### config.mk
export PLATFORM = sky130hd
export DESIGN_NAME = mq_event_writer
export DESIGN_NICKNAME = d
export VERILOG_FILES = /design/src/hdl/mq_pkg.sv /design/src/hdl/mq_stamp_counter.sv /design/src/hdl/mq_byte_pair.sv /design/src/hdl/mq_event_writer.sv
export SDC_FILE = /design/constraint.sdc
export NUM_CORES = 1
export LEC_CHECK = 0
export BUFFER_PORTS_ARGS = -buffer_cell sky130_fd_sc_hd__buf_2
export CAP_MARGIN = 25
export CORE_MARGIN = 3
export CORE_UTILIZATION = 25
export CTS_BUF_LIST = sky130_fd_sc_hd__clkbuf_4
export DETAILED_ROUTE_END_ITERATION = 8
export SLEW_MARGIN = 10
export SYNTH_ARGS = -nofsm -noshare
export SYNTH_HDL_FRONTEND = slang
export SYNTH_SLANG_ARGS = --single-unit
### constraint.sdc
create_clock -name clk_i -period 10.6 [get_ports clk_i]
set_input_delay 3.18 -clock clk_i [delete_from_list [all_inputs] [get_ports clk_i]]
set_output_delay 3.18 -clock clk_i [all_outputs]
set_load 0.1 [all_outputs]
### src/hdl/mq_pkg.sv
package mq_pkg;
    // ========================================
    // widths
    localparam int MQ_ADDR_W = 24;
    localparam int MQ_IDX_W = 16;
    localparam int MQ_TS_W = 16;
    // ========================================
    // status word fields
    localparam int MQ_NS_BIT = 15;
    localparam int MQ_PORT_BIT = 11;
    localparam int MQ_CH_LSB = 8;
    localparam int MQ_ODD_BIT = 3;
    localparam int MQ_ABT_BIT = 2;
    localparam int MQ_FST_BIT = 1;
    localparam int MQ_LST_BIT = 0;
    // odd, abort, first, last forced in the single-read protocol
    localparam logic [3:0] MQ_VSTAR_FLAGS = 4'hB;
    localparam logic [7:0] MQ_FILL_BYTE = 8'hFF;
    localparam logic [15:0] MQ_ZERO_WORD = 16'h0000;
    // ========================================
    // entry layout, in words
    localparam logic [1:0] MQ_OFF_STATUS = 2'h0;
    localparam logic [1:0] MQ_OFF_DATA = 2'h1;
    localparam logic [1:0] MQ_OFF_STAMP = 2'h2;
    localparam logic [1:0] MQ_OFF_ZERO = 2'h3;
    localparam int MQ_SHIFT_PLAIN = 1;
    localparam int MQ_SHIFT_STAMP = 2;
    // ========================================
    // reset values and stamp tick divider
    localparam logic [MQ_IDX_W-1:0] MQ_IDX_RESET = 16'h0000;
    localparam logic [MQ_TS_W-1:0] MQ_TS_RESET = 16'h0000;
    localparam int MQ_TICK_DIV = 1;

    typedef enum logic [2:0] {
        MQ_IDLE = 3'b000,
        MQ_READ = 3'b001,
        MQ_DATA = 3'b011,
        MQ_STAMP = 3'b010,
        MQ_ZERO = 3'b110,
        MQ_STATUS = 3'b111,
        MQ_OVF = 3'b101
    } mq_state_t;
endpackage

### src/hdl/mq_stamp_counter.sv
`timescale 1ns/1ns
`default_nettype none
module mq_stamp_counter #(
    parameter int TICK_DIV = mq_pkg::MQ_TICK_DIV
) (
    // clock and reset
    input wire logic clk_i,
    input wire logic rst_n_i,
    // free-running time base
    output logic [mq_pkg::MQ_TS_W-1:0] stamp_o
);
    import mq_pkg::*;

    logic [15:0] div_cnt;
    wire tick = (div_cnt == 16'(TICK_DIV - 1));

    // ========================================
    // divider and binary counter
    always_ff @(posedge clk_i or negedge rst_n_i) begin
        if (!rst_n_i) begin
            div_cnt <= 16'h0000;
            stamp_o <= MQ_TS_RESET;
        end else begin
            div_cnt <= tick ? 16'h0000 : div_cnt + 16'h0001;
            if (tick) begin
                stamp_o <= stamp_o + 16'h0001;
            end
        end
    end
endmodule
`default_nettype wire

### src/hdl/mq_byte_pair.sv
`timescale 1ns/1ns
`default_nettype none
module mq_byte_pair (
    // clock and reset
    input wire logic clk_i,
    input wire logic rst_n_i,
    // mode
    input wire logic vstar_mode_i,
    input wire logic timestamp_enable_i,
    // raw monitor stream, one sample per frame
    input wire logic raw_valid_i,
    input wire logic [7:0] raw_byte_i,
    input wire logic eom_i,
    input wire logic abort_i,
    // assembled event
    input wire logic evt_ready_i,
    output logic evt_valid_o,
    output logic [7:0] first_monitor_byte_o,
    output logic [7:0] second_monitor_byte_o,
    output logic [3:0] evt_flags_o
);
    import mq_pkg::*;

    logic [7:0] prev_raw;
    logic have_prev, taken, in_msg, first_pend;
    logic [1:0] cnt;
    logic [7:0] lo, hi;

    // ========================================
    // acceptance: twice in a row in GCI, once in V*
    wire same = have_prev && (raw_byte_i == prev_raw);
    wire acc = raw_valid_i && (vstar_mode_i || (same && !taken));
    wire fire_end = (eom_i || abort_i) && !vstar_mode_i;
    wire pair_now = acc && !vstar_mode_i && ((cnt == 2'd1 && !timestamp_enable_i) || cnt == 2'd2);
    wire emit = fire_end || (acc && vstar_mode_i) || (acc && !fire_end && pair_now);
    wire slot_free = !evt_valid_o || evt_ready_i;
    // a second emit while the first is still unread is dropped; frame rate keeps it rare
    wire load = emit && slot_free;
    wire [7:0] end_hi = (cnt == 2'd2) ? hi : MQ_FILL_BYTE;
    wire [3:0] end_flags = {cnt == 2'd1, abort_i, first_pend && cnt != 2'd0, !abort_i}; // RULE7 RULE9 RULE16
    wire [7:0] pair_hi = (cnt == 2'd2) ? hi : raw_byte_i;

    always_ff @(posedge clk_i or negedge rst_n_i) begin
        if (!rst_n_i) begin
            prev_raw <= 8'h00;
            have_prev <= 1'b0;
            taken <= 1'b0;
        end else if (raw_valid_i) begin
            prev_raw <= raw_byte_i;
            have_prev <= 1'b1;
            taken <= same && (taken || acc);
        end
    end

    // ========================================
    // pairing of accepted bytes into words
    always_ff @(posedge clk_i or negedge rst_n_i) begin
        if (!rst_n_i) begin
            cnt <= 2'd0;
            lo <= 8'h00;
            hi <= 8'h00;
            in_msg <= 1'b0;
            first_pend <= 1'b0;
        end else if (fire_end) begin
            cnt <= 2'd0;
            in_msg <= 1'b0;
        end else if (acc && !vstar_mode_i) begin
            if (cnt == 2'd0) begin
                lo <= raw_byte_i;
                cnt <= 2'd1;
                first_pend <= !in_msg;
                in_msg <= 1'b1;
            end else if (cnt == 2'd1 && timestamp_enable_i) begin
                hi <= raw_byte_i;
                cnt <= 2'd2;
            end else if (cnt == 2'd1) begin
                cnt <= 2'd0;
                first_pend <= 1'b0;
            end else begin
                lo <= raw_byte_i;
                cnt <= 2'd1;
                first_pend <= 1'b0;
            end
        end
    end

    always_ff @(posedge clk_i or negedge rst_n_i) begin
        if (!rst_n_i) begin
            evt_valid_o <= 1'b0;
            first_monitor_byte_o <= 8'h00;
            second_monitor_byte_o <= 8'h00;
            evt_flags_o <= 4'h0;
        end else if (load) begin
            evt_valid_o <= 1'b1;
            if (fire_end) begin
                first_monitor_byte_o <= (cnt == 2'd0) ? MQ_FILL_BYTE : lo;
                second_monitor_byte_o <= end_hi;
                evt_flags_o <= end_flags;
            end else if (vstar_mode_i) begin
                first_monitor_byte_o <= raw_byte_i; // RULE12
                second_monitor_byte_o <= MQ_FILL_BYTE; // RULE13
                evt_flags_o <= MQ_VSTAR_FLAGS; // RULE11
            end else begin
                first_monitor_byte_o <= lo; // RULE12
                second_monitor_byte_o <= pair_hi; // RULE13
                evt_flags_o <= {1'b0, 1'b0, first_pend, 1'b0}; // RULE8 RULE10
            end
        end else if (evt_ready_i) begin
            evt_valid_o <= 1'b0;
        end
    end

    property p_vstar_fill;
        @(posedge clk_i) disable iff (!rst_n_i)
        load && vstar_mode_i && !fire_end |=> second_monitor_byte_o == MQ_FILL_BYTE && evt_flags_o == 4'hB;
    endproperty
    a_vstar_fill: assert property (p_vstar_fill) else $error("single-read event not filled"); // RULE13

    property p_gci_twice;
        @(posedge clk_i) disable iff (!rst_n_i)
        acc && !vstar_mode_i |-> have_prev && raw_byte_i == prev_raw;
    endproperty
    a_gci_twice: assert property (p_gci_twice) else $error("byte accepted without repeat"); // RULE12
endmodule
`default_nettype wire

### src/hdl/mq_event_writer.sv
`timescale 1ns/1ns
`default_nettype none
// Function
// RULE1 - untimed entry: status word then data word
// RULE2 - queue length comes from size register
// RULE3 - read new-status flag before writing entry
// RULE4 - flag clear: write bytes, then status flagged
// RULE5 - flag set: raise queue overflow flag
// RULE6 - port select bit: 0 port0, 1 port1
// RULE7 - untimed last flag uses odd for placement
// RULE8 - first flag marks word with first byte
// RULE9 - abort flag set for aborted message
// RULE10 - odd flag: one byte one, two zero
// RULE11 - V* mode flags fixed 1,0,1,1
// RULE12 - low byte: twice-seen byte, V* once
// RULE13 - high byte: next byte, V* all ones
// RULE14 - timed entry: status, data, stamp, zero
// RULE15 - stamp holds counter at event time
// RULE16 - timed last flag: next word has last
// RULE17 - processor clears new-status to acknowledge
// RULE18 - channel field names one of eight
// RULE19 - advance position, wrap at queue size
module mq_event_writer (
    // clock and reset
    input wire logic clk_i,
    input wire logic rst_n_i,
    // configuration
    input wire logic vstar_mode_i,
    input wire logic timestamp_enable_i,
    input wire logic [mq_pkg::MQ_ADDR_W-1:0] queue_base_i,
    input wire logic [mq_pkg::MQ_IDX_W-1:0] queue_size_reg_i,
    // monitor receivers, same clock
    input wire logic line_port_select_i,
    input wire logic [2:0] channel_index_i,
    input wire logic raw_valid_i,
    input wire logic [7:0] raw_byte_i,
    input wire logic eom_i,
    input wire logic abort_i,
    // shared memory
    output logic mem_req_o,
    output logic mem_we_o,
    output logic [mq_pkg::MQ_ADDR_W-1:0] mem_addr_o,
    output logic [15:0] mem_wdata_o,
    input wire logic mem_ack_i,
    input wire logic [15:0] mem_rdata_i,
    // status
    output logic queue_overflow_flag_o,
    output logic busy_o,
    output logic [mq_pkg::MQ_IDX_W-1:0] write_index_o
);
    import mq_pkg::*;

    mq_state_t state, next_state;
    logic evt_valid;
    logic evt_take;
    logic [7:0] b_lo, b_hi;
    logic [3:0] b_flags;
    logic [MQ_TS_W-1:0] stamp_now;
    logic [15:0] cap_status, cap_data;
    logic [MQ_TS_W-1:0] cap_stamp;
    logic cap_ts;
    logic [MQ_IDX_W-1:0] idx;
    logic [1:0] word_off;

    function automatic logic [MQ_ADDR_W-1:0] entry_addr(input logic [MQ_ADDR_W-1:0] base,
                                                        input logic [MQ_IDX_W-1:0] index,
                                                        input logic ts, input logic [1:0] off);
        logic [MQ_ADDR_W-1:0] ofs;
        ofs = ts ? MQ_ADDR_W'({index, 2'b00}) : MQ_ADDR_W'({index, 1'b0});
        entry_addr = base + ofs + MQ_ADDR_W'(off);
    endfunction

    // ========================================
    // byte assembly and time base
    mq_byte_pair u_pair (
        .clk_i(clk_i),
        .rst_n_i(rst_n_i),
        .vstar_mode_i(vstar_mode_i),
        .timestamp_enable_i(timestamp_enable_i),
        .raw_valid_i(raw_valid_i),
        .raw_byte_i(raw_byte_i),
        .eom_i(eom_i),
        .abort_i(abort_i),
        .evt_ready_i(evt_take),
        .evt_valid_o(evt_valid),
        .first_monitor_byte_o(b_lo),
        .second_monitor_byte_o(b_hi),
        .evt_flags_o(b_flags)
    );

    mq_stamp_counter #(
        .TICK_DIV(MQ_TICK_DIV)
    ) u_stamp (
        .clk_i(clk_i),
        .rst_n_i(rst_n_i),
        .stamp_o(stamp_now)
    );

    // ========================================
    // decode
    assign evt_take = (state == MQ_IDLE) && evt_valid;
    wire ns_busy = mem_rdata_i[MQ_NS_BIT];
    wire last_slot = (idx >= queue_size_reg_i - 16'h0001) || (queue_size_reg_i == 16'h0000);
    wire [MQ_IDX_W-1:0] idx_inc = last_slot ? MQ_IDX_RESET : idx + 16'h0001;
    wire [15:0] new_status = {1'b0, 3'b000, line_port_select_i, channel_index_i, 4'h0, b_flags};

    always_comb begin
        next_state = state;
        case (state)
            MQ_IDLE: begin
                if (evt_valid) begin
                    next_state = MQ_READ;
                end
            end
            MQ_READ: begin
                if (mem_ack_i) begin
                    next_state = ns_busy ? MQ_OVF : MQ_DATA; // RULE3 RULE5
                end
            end
            MQ_DATA: begin
                if (mem_ack_i) begin
                    next_state = cap_ts ? MQ_STAMP : MQ_STATUS; // RULE1 RULE14
                end
            end
            MQ_STAMP: begin
                if (mem_ack_i) begin
                    next_state = MQ_ZERO;
                end
            end
            MQ_ZERO: begin
                if (mem_ack_i) begin
                    next_state = MQ_STATUS;
                end
            end
            MQ_STATUS: begin
                if (mem_ack_i) begin
                    next_state = MQ_IDLE;
                end
            end
            MQ_OVF: next_state = MQ_IDLE;
            default: next_state = MQ_IDLE;
        endcase
    end

    always_ff @(posedge clk_i or negedge rst_n_i) begin
        if (!rst_n_i) begin
            state <= MQ_IDLE;
        end else begin
            state <= next_state;
        end
    end

    // ========================================
    // event capture; the stamp is caught when the event reaches the writer
    always_ff @(posedge clk_i or negedge rst_n_i) begin
        if (!rst_n_i) begin
            cap_status <= 16'h0000;
            cap_data <= 16'h0000;
            cap_stamp <= MQ_TS_RESET;
            cap_ts <= 1'b0;
        end else if (evt_take) begin
            cap_status <= new_status; // RULE6 RULE18 RULE7 RULE9 RULE16
            cap_data <= {b_hi, b_lo};
            cap_stamp <= stamp_now; // RULE15
            cap_ts <= timestamp_enable_i;
        end
    end

    // ========================================
    // queue position; a refused entry is dropped and keeps its slot, so the next entry lands there
    always_ff @(posedge clk_i or negedge rst_n_i) begin
        if (!rst_n_i) begin
            idx <= MQ_IDX_RESET;
        end else if (state == MQ_STATUS && mem_ack_i) begin
            idx <= idx_inc; // RULE2 RULE19
        end
    end

    // ========================================
    // memory port
    always_comb begin
        case (state)
            MQ_DATA: word_off = MQ_OFF_DATA;
            MQ_STAMP: word_off = MQ_OFF_STAMP;
            MQ_ZERO: word_off = MQ_OFF_ZERO;
            default: word_off = MQ_OFF_STATUS;
        endcase
    end

    always_comb begin
        case (state)
            MQ_DATA: mem_wdata_o = cap_data;
            MQ_STAMP: mem_wdata_o = cap_stamp;
            MQ_ZERO: mem_wdata_o = MQ_ZERO_WORD; // RULE14
            MQ_STATUS: mem_wdata_o = cap_status | 16'h8000; // RULE4
            default: mem_wdata_o = 16'h0000;
        endcase
    end

    assign mem_req_o = (state != MQ_IDLE) && (state != MQ_OVF);
    assign mem_we_o = mem_req_o && (state != MQ_READ);
    assign mem_addr_o = entry_addr(queue_base_i, idx, cap_ts, word_off);
    assign queue_overflow_flag_o = (state == MQ_OVF); // RULE5
    assign busy_o = (state != MQ_IDLE);
    assign write_index_o = idx;

    // ========================================
    // checks
    // slot start worked out by multiplication, apart from the shifts in entry_addr
    wire [MQ_ADDR_W-1:0] chk_base = queue_base_i + MQ_ADDR_W'(idx) * (cap_ts ? 24'h4 : 24'h2);

    property p_status_flag;
        @(posedge clk_i) disable iff (!rst_n_i)
        mem_we_o && state == MQ_STATUS |-> mem_wdata_o[MQ_NS_BIT]
            && mem_addr_o == chk_base;
    endproperty
    a_status_flag: assert property (p_status_flag) else $error("status written without new-status"); // RULE4

    property p_read_first;
        @(posedge clk_i) disable iff (!rst_n_i)
        $rose(mem_we_o) |-> $past(state) == MQ_READ && $past(mem_ack_i) && !$past(ns_busy);
    endproperty
    a_read_first: assert property (p_read_first) else $error("write without prior flag read"); // RULE3

    property p_overflow;
        @(posedge clk_i) disable iff (!rst_n_i)
        state == MQ_READ && mem_ack_i && ns_busy |=> queue_overflow_flag_o ##1 !queue_overflow_flag_o && !mem_req_o;
    endproperty
    a_overflow: assert property (p_overflow) else $error("occupied slot not flagged"); // RULE5

    property p_zero_word;
        @(posedge clk_i) disable iff (!rst_n_i)
        mem_we_o && word_off == MQ_OFF_ZERO |-> mem_wdata_o == 16'h0000 && cap_ts;
    endproperty
    a_zero_word: assert property (p_zero_word) else $error("bad padding word"); // RULE14

    property p_stamp_word;
        @(posedge clk_i) disable iff (!rst_n_i)
        evt_take && timestamp_enable_i |=> cap_stamp == $past(stamp_now)
            ##[1:1000] (state == MQ_STAMP || state == MQ_OVF);
    endproperty
    a_stamp_word: assert property (p_stamp_word) else $error("stamp not captured"); // RULE15

    property p_wrap;
        @(posedge clk_i) disable iff (!rst_n_i)
        state == MQ_STATUS && mem_ack_i && idx == queue_size_reg_i - 16'h0001 |=> idx == 16'h0000;
    endproperty
    a_wrap: assert property (p_wrap) else $error("queue index did not wrap"); // RULE19

    property p_port_bit;
        @(posedge clk_i) disable iff (!rst_n_i)
        evt_take |=> cap_status[MQ_PORT_BIT] == $past(line_port_select_i)
            && cap_status[10:8] == $past(channel_index_i);
    endproperty
    a_port_bit: assert property (p_port_bit) else $error("port or channel field wrong"); // RULE6

    property p_plain_len;
        @(posedge clk_i) disable iff (!rst_n_i)
        state == MQ_DATA && mem_ack_i && !cap_ts |=> state == MQ_STATUS;
    endproperty
    a_plain_len: assert property (p_plain_len) else $error("untimed entry too long"); // RULE1

    property p_req_hold;
        @(posedge clk_i) disable iff (!rst_n_i)
        mem_req_o && !mem_ack_i |=> mem_req_o && $stable(mem_we_o) && $stable(mem_addr_o) && $stable(mem_wdata_o);
    endproperty
    a_req_hold: assert property (p_req_hold) else $error("access changed before acknowledge"); // RULE4

    property p_read_addr;
        @(posedge clk_i) disable iff (!rst_n_i)
        mem_req_o && !mem_we_o |-> mem_addr_o == chk_base;
    endproperty
    a_read_addr: assert property (p_read_addr) else $error("flag read from wrong slot"); // RULE3

    property p_data_first;
        @(posedge clk_i) disable iff (!rst_n_i)
        $rose(mem_we_o) |-> mem_addr_o == chk_base + 24'h1 && mem_wdata_o == cap_data;
    endproperty
    a_data_first: assert property (p_data_first) else $error("entry not opened with data word"); // RULE4

    property p_status_last;
        @(posedge clk_i) disable iff (!rst_n_i)
        state == MQ_STATUS && mem_ack_i |=> !mem_req_o && !busy_o;
    endproperty
    a_status_last: assert property (p_status_last) else $error("status word not written last"); // RULE4

    property p_ovf_quiet;
        @(posedge clk_i) disable iff (!rst_n_i)
        queue_overflow_flag_o |-> !mem_req_o && $past(state) == MQ_READ && $past(ns_busy);
    endproperty
    a_ovf_quiet: assert property (p_ovf_quiet) else $error("overflow without occupied slot"); // RULE5

    property p_idx_range;
        @(posedge clk_i) disable iff (!rst_n_i)
        state == MQ_STATUS && mem_ack_i |=> idx < queue_size_reg_i || queue_size_reg_i == 16'h0000;
    endproperty
    a_idx_range: assert property (p_idx_range) else $error("queue index past configured size"); // RULE2

    property p_timed_len;
        @(posedge clk_i) disable iff (!rst_n_i)
        state == MQ_DATA && mem_ack_i && cap_ts |=> state == MQ_STAMP;
    endproperty
    a_timed_len: assert property (p_timed_len) else $error("timed entry lost its stamp word"); // RULE14

    property p_stamp_slot;
        @(posedge clk_i) disable iff (!rst_n_i)
        state == MQ_STAMP && mem_we_o |-> mem_addr_o == chk_base + 24'h2 && mem_wdata_o == cap_stamp && cap_ts;
    endproperty
    a_stamp_slot: assert property (p_stamp_slot) else $error("time stamp word misplaced"); // RULE14
endmodule
`default_nettype wire

# Yosys cells after proc, flatten, opt, wreduce, memory -nomap -nowiden
# Cells that the tools add are included.
# op_classes
n_div,0
multipliers,0
shifts,0
bitwise,2
n_mux,38
eq_ne,19
order_cmp,1
add_sub_neg,6
n_reduce_logical,47
# op_table
operator,count
$mux 8,10
$add 16x1->16 const B,3
$pmux 16 s3,1
$logic_not 16->1,2
$mux 16,2
$add 24x18->24,1
$add 24x2->24,1
$mux 3,8
$logic_and 1x1->1,18
$mux 18,1
$pmux 3 s6,1
$ge 16x16->1,1
$sub 16x1->16 const B,1
$ne 2x2->1 const B,6
$eq 3x3->1 const B,3
$eq 8x8->1,1
$logic_or 1x1->1,8
$mux 1,8
$mux 2,4
$mux 4,2
$reduce_and 4->1,2
$reduce_bool 2->1,4
$logic_not 1->1,7
$eq 3x2->1 const B,2
14 further kinds,16
# word_totals
inputBits,76
latchBits,0
output_inout_bits,60
mem_bits_ro,0
register_bits,143
n_memories,0
ram_bits,0

# Longest topological paths before layout
# logic_depth
word_depth,11
ltp_mapped,14
depth_no_buf,13

# Hierarchy
# From an unflattened synthesis, not the netlist that was laid out.
# unflattened
cells_unflattened,823
area_unflattened_um2,8732.1
# by_module_without_submodules
mod,area_each_um2,cells_each,seq_area_each_um2,instances
mq_event_writer,4800.9,500,1501.4,1
mq_byte_pair,2397.3,189,1276.2,1
mq_stamp_counter,1534.0,134,800.8,1

# Worst setup path before layout
# OpenSTA, ideal clock, no wires.
# synth_timing
kind,in2out
from,in queue_base_i[1] (netlist bit)
to,out mem_addr_o[16] (netlist bit)
t_arrival_ps,8238
path_slack_ps,-818
stages,10
n_path_buf,0
path_cell_list,inv_1 fa_1 inv_1 ha_1 a21oi_1 nor2_1 o21bai_1 a31oi_1 o21a_1 o311ai_0
# synth_via
elab_chain_cells,2
# synth_lines
element,line,text
from (decl),mq_event_writer.sv:30,"input wire logic [mq_pkg::MQ_ADDR_W-1:0] queue_base_i,"
$add 24x18->24,mq_event_writer.sv:70,entry_addr = base + ofs + MQ_ADDR_W'(off);
$add 24x2->24,mq_event_writer.sv:70,
to (decl),mq_event_writer.sv:42,"output logic [mq_pkg::MQ_ADDR_W-1:0] mem_addr_o,"
# No other way between the ends.

# Worst setup path after layout
# layout_timing
from,in queue_base_i[1] (netlist bit)
to,out mem_addr_o[19] (netlist bit)
# The elaborated chain is that of the path after synthesis.

==> key figures <==
CTS
  – Setup repair bufs after CTS: 0
  – Hold_buf cts: 0
  – Root Buffer: clkbuf_4
  – CTS resizes: 0
  – Maximum root-to-sink buffer count: 2
  – CTS sink count: 143
  – CTS tree: done
  – Htree depth: 4
  – Clk_lat worst skew: 0.56 ns
  – Total CTS buffers: 17
  – Clk pin slew, worst setup/hold paths: 0.16 ns

Job
  – Max_cap viols: 0

Status
  – Status: finished clean

Die
  – Core area: 34,000 sq um
  – Io pins: 136
  – # rows: 67
  – Die area: 37,100 sq um
  – Die Width: 193 microns
  – Die H: 193 microns
  – Initial Util: 25.7%

Drt
  – First DRT Iteration DRCs: 317
  – Final wirelength: 21,300 microns
  – Via/cell ratio: 4.71
  – DRC errors left: 0
  – Final antenna-violating net count: 0
  – DR WL/cell: 14.8 microns
  – Vias post-DR: 6,749
  – Drt pass-1 iters: 4

Timing
  – Setup_tns: 0 ns
  – Max-slew violations: 0
  – Peak Freq: 104 MHz
  – Setup violations, final: 0
  – Endpoints failing hold: 0
  – Final min period: 9.60 ns
  – Period utilization: 90.5%
  – Worst-Margin Slew: 0.845 ns
  – Slew headroom: 43.7%
  – RSZ-0062 raised after global routing: false
  – Clk_skew: 0.0281 ns

Placed design
  – Placed insts: 1,397
  – IO buf count: 120
  – Post-DP HPWL: 16,100 microns
  – GPL Wtd Cong: 0.812

Global route
  – Grt total ovfl: 0
  – Initial antenna violation count: 0
  – Vias in the first global route: 6,705
  – Largest net degree at the start of global routing: 82
  – Global-route wire length before repair: 34,700 microns
  – GRT Util Overall: 11.6%

Cells and area
  – Seq. cell area: 3580 sq um
  – Non-filler cells, final: 1,432
  – Layout area overhead: 15.3%
  – Multi-input gate area: 4900 sq um
  – Layout cells sized above 1: 25.7%
  – # nets final: 1,105
  – Number of fillers in the final layout: 3,591

Synth
  – Sequential area share after synthesis: 41.1%
  – Syn Nets: 992
  – Post-synthesis cell type count: 63
  – Count leader, synth: dfrtp_1
  – Top post-synthesis cells by area: dfrtp_1 (41%), mux2_2 (10%), ha_1 (8.2%), xnor2_1 (4.5%), nor2_1 (3.7%)
  – Register bit total from synthesis: 143
  – Post-synth ARST share: 100%
  – Yosys warns: 0
  – Top FF cell, synth: dfrtp_1
  – Mapped Area: 8710 sq um
  – Most frequent cells after synthesis: dfrtp_1 (143), nor2_1 (87), mux2_2 (79), nand2_1 (67), ha_1 (57)
  – Post-synth top area share: 41.1%
  – Post-synth EDFFs: 0
  – Leading area contributor after synthesis: dfrtp_1
  – Syn Inst Count: 857
  – Synth Area per Inst: 10.2 sq um

Power
  – Pleak: 0.00472 uW
  – Switching pwr: 1660 uW
  – Maximum VDD drop: 247 uV
  – Clock share of power: 11.9%
  – PD cells: 282 nW/um^2
  – Logic gate share of total power: 61.7%
  – Switching share of power: 58.8%
  – Internal: 1170 uW
  – Sequential share of power: 26.3%

Setup path
  – Startpoint types: primary input
  – Worst Path Required: 7.42 ns
  – R2R Setup Slk: 7.64 ns
  – CP Data Arrival Time: 6.42 ns
  – CP max FO: 8
  – Crit end category: output pin
  – CP Class: in -> out

Worst hold path
  – Hold Crit Class: reg -> reg
layer usage:
layer  part of all wire [%]  global-route usage, %
met4                   0.82                   2.10
met1                     47                   15.6
met3                    5.3                   2.38
met2                     47                   19.5
met5                      0                      0
state kept, by name, summed over array words and instances (netlist names), 2 cells and up:
register,flops
cap_stamp,16
u_pair.evt_flags_o,4
u_pair.cnt,2
u_pair.lo,8
write_index_o,16
cap_data,16
u_pair.first_monitor_byte_o,8
u_stamp.div_cnt,16
state,3
u_pair.second_monitor_byte_o,8
u_stamp.stamp_o,16
cap_status,8
u_pair.prev_raw,8
u_pair.hi,8
critical path, cell delays in order:
cell and delay [ns]:
buf_2 0.07, inv_1 0.05, fa_1 0.53, inv_1 0.04, ha_1 0.23, inv_1 0.08, fa_1 0.20, nor2b_1 0.07
o31a_1 0.29, o311ai_1 0.41, nand3_1 0.35, a21boi_0 0.33, xnor2_1 0.14, buf_2 0.44
area by class of cell:
cell class                      count  share of cell area (%)
Clock buffer                       18                    1.35
Sequential cell                   143                    35.6
Inverter                           23                   0.860
Clock inverter                     14                    1.26
Tap cell                          448                    5.58
Antenna cell                        1                  0.0249
Timing Repair Buffer              125                    6.52
Multi-Input combinational cell    660                    48.8
logic make-up after synthesis:
| group | Yosys count | synth area share, % |
|---|---|---|
| DFF | 143 | 41.1 |
| buffers and inverters | 54 | 2.69 |
| xor gates and xnor gates | 76 | 7.64 |
| adders and majority gates | 59 | 8.65 |
| muxes | 104 | 13.5 |
| and+or+nand+nor | 286 | 16.3 |
| AOI/OAI and AO/OA | 135 | 10.1 |
worst paths after layout:
kind | start | to | depth (start not counted)
setup / recovery | queue_base_i[1] | mem_addr_o[19] | 14
hold / removal | u_stamp.stamp_o[15] | u_stamp.stamp_o[15] | 1
setup reg to reg | state[2] | u_pair.first_monitor_byte_o[7] | 6
hold reg to reg | u_stamp.stamp_o[15] | u_stamp.stamp_o[15] | 1
max in group asynchronous | rst_n_i | u_stamp.div_cnt[10] | 2
min in group asynchronous | rst_n_i | u_pair.prev_raw[6] | 1
power by group through the flow:
| stage | sequential, uW | combinational [uW] | clock, uW |
|---|---|---|---|
| floorplan | 761 | 1440 | 0 |
| global placement | 760 | 1740 | 0 |
| detailed placement | 763 | 1760 | 0 |
| CTS | 751 | 1760 | 352 |
| global route | 764 | 1860 | 375 |
| finish | 746 | 1750 | 338 |
cells in the final DEF, fill, tap and decap left out, types with 3 or more instances in the layout:
cell / instances
buf_4: 3
nor4_1: 8
and3_1: 15
a31oi_1: 18
nand3_1: 28
a211o_1: 3
nand2_1: 67
mux2_4: 8
or2_2: 3
nor3_1: 20
inv_6: 4
inv_8: 3
o21a_1: 4
o31a_1: 3
o211ai_1: 6
nor2_1: 87
nand2b_1: 10
o31ai_1: 4
o22ai_1: 8
a21o_1: 12
o21ai_0: 21
buf_2: 120
inv_1: 23
mux2i_1: 17
nor3b_1: 3
nor2b_1: 10
xnor2_1: 45
a211oi_1: 4
mux2_2: 79
and2_1: 8
dfrtp_1: 143
a21oi_1: 33
nand4_1: 11
ha_1: 57
clkbuf_4: 18
xor2_1: 31
stage by stage:
| stage | util, % | power (uW) | setup slack (ns) | cell area [sq um] | hold slack [ns] |
|---|---|---|---|---|---|
| floorplan | - | 2200 | 0.362 | 8710 | 0.431 |
| global placement | 28.7 | 2500 | 1.03 | 9750 | 0.456 |
| detailed placement | 28.7 | 2520 | 0.976 | 9750 | 0.456 |
| CTS | 29.5 | 2860 | 0.970 | 10000 | 0.485 |
| global route | 29.6 | 3000 | 0.753 | 10000 | 0.501 |
| finish | 29.6 | 2830 | 1.00 | 10000 | 0.487 |
No activity file was read; power rests on OpenSTA's default activity.
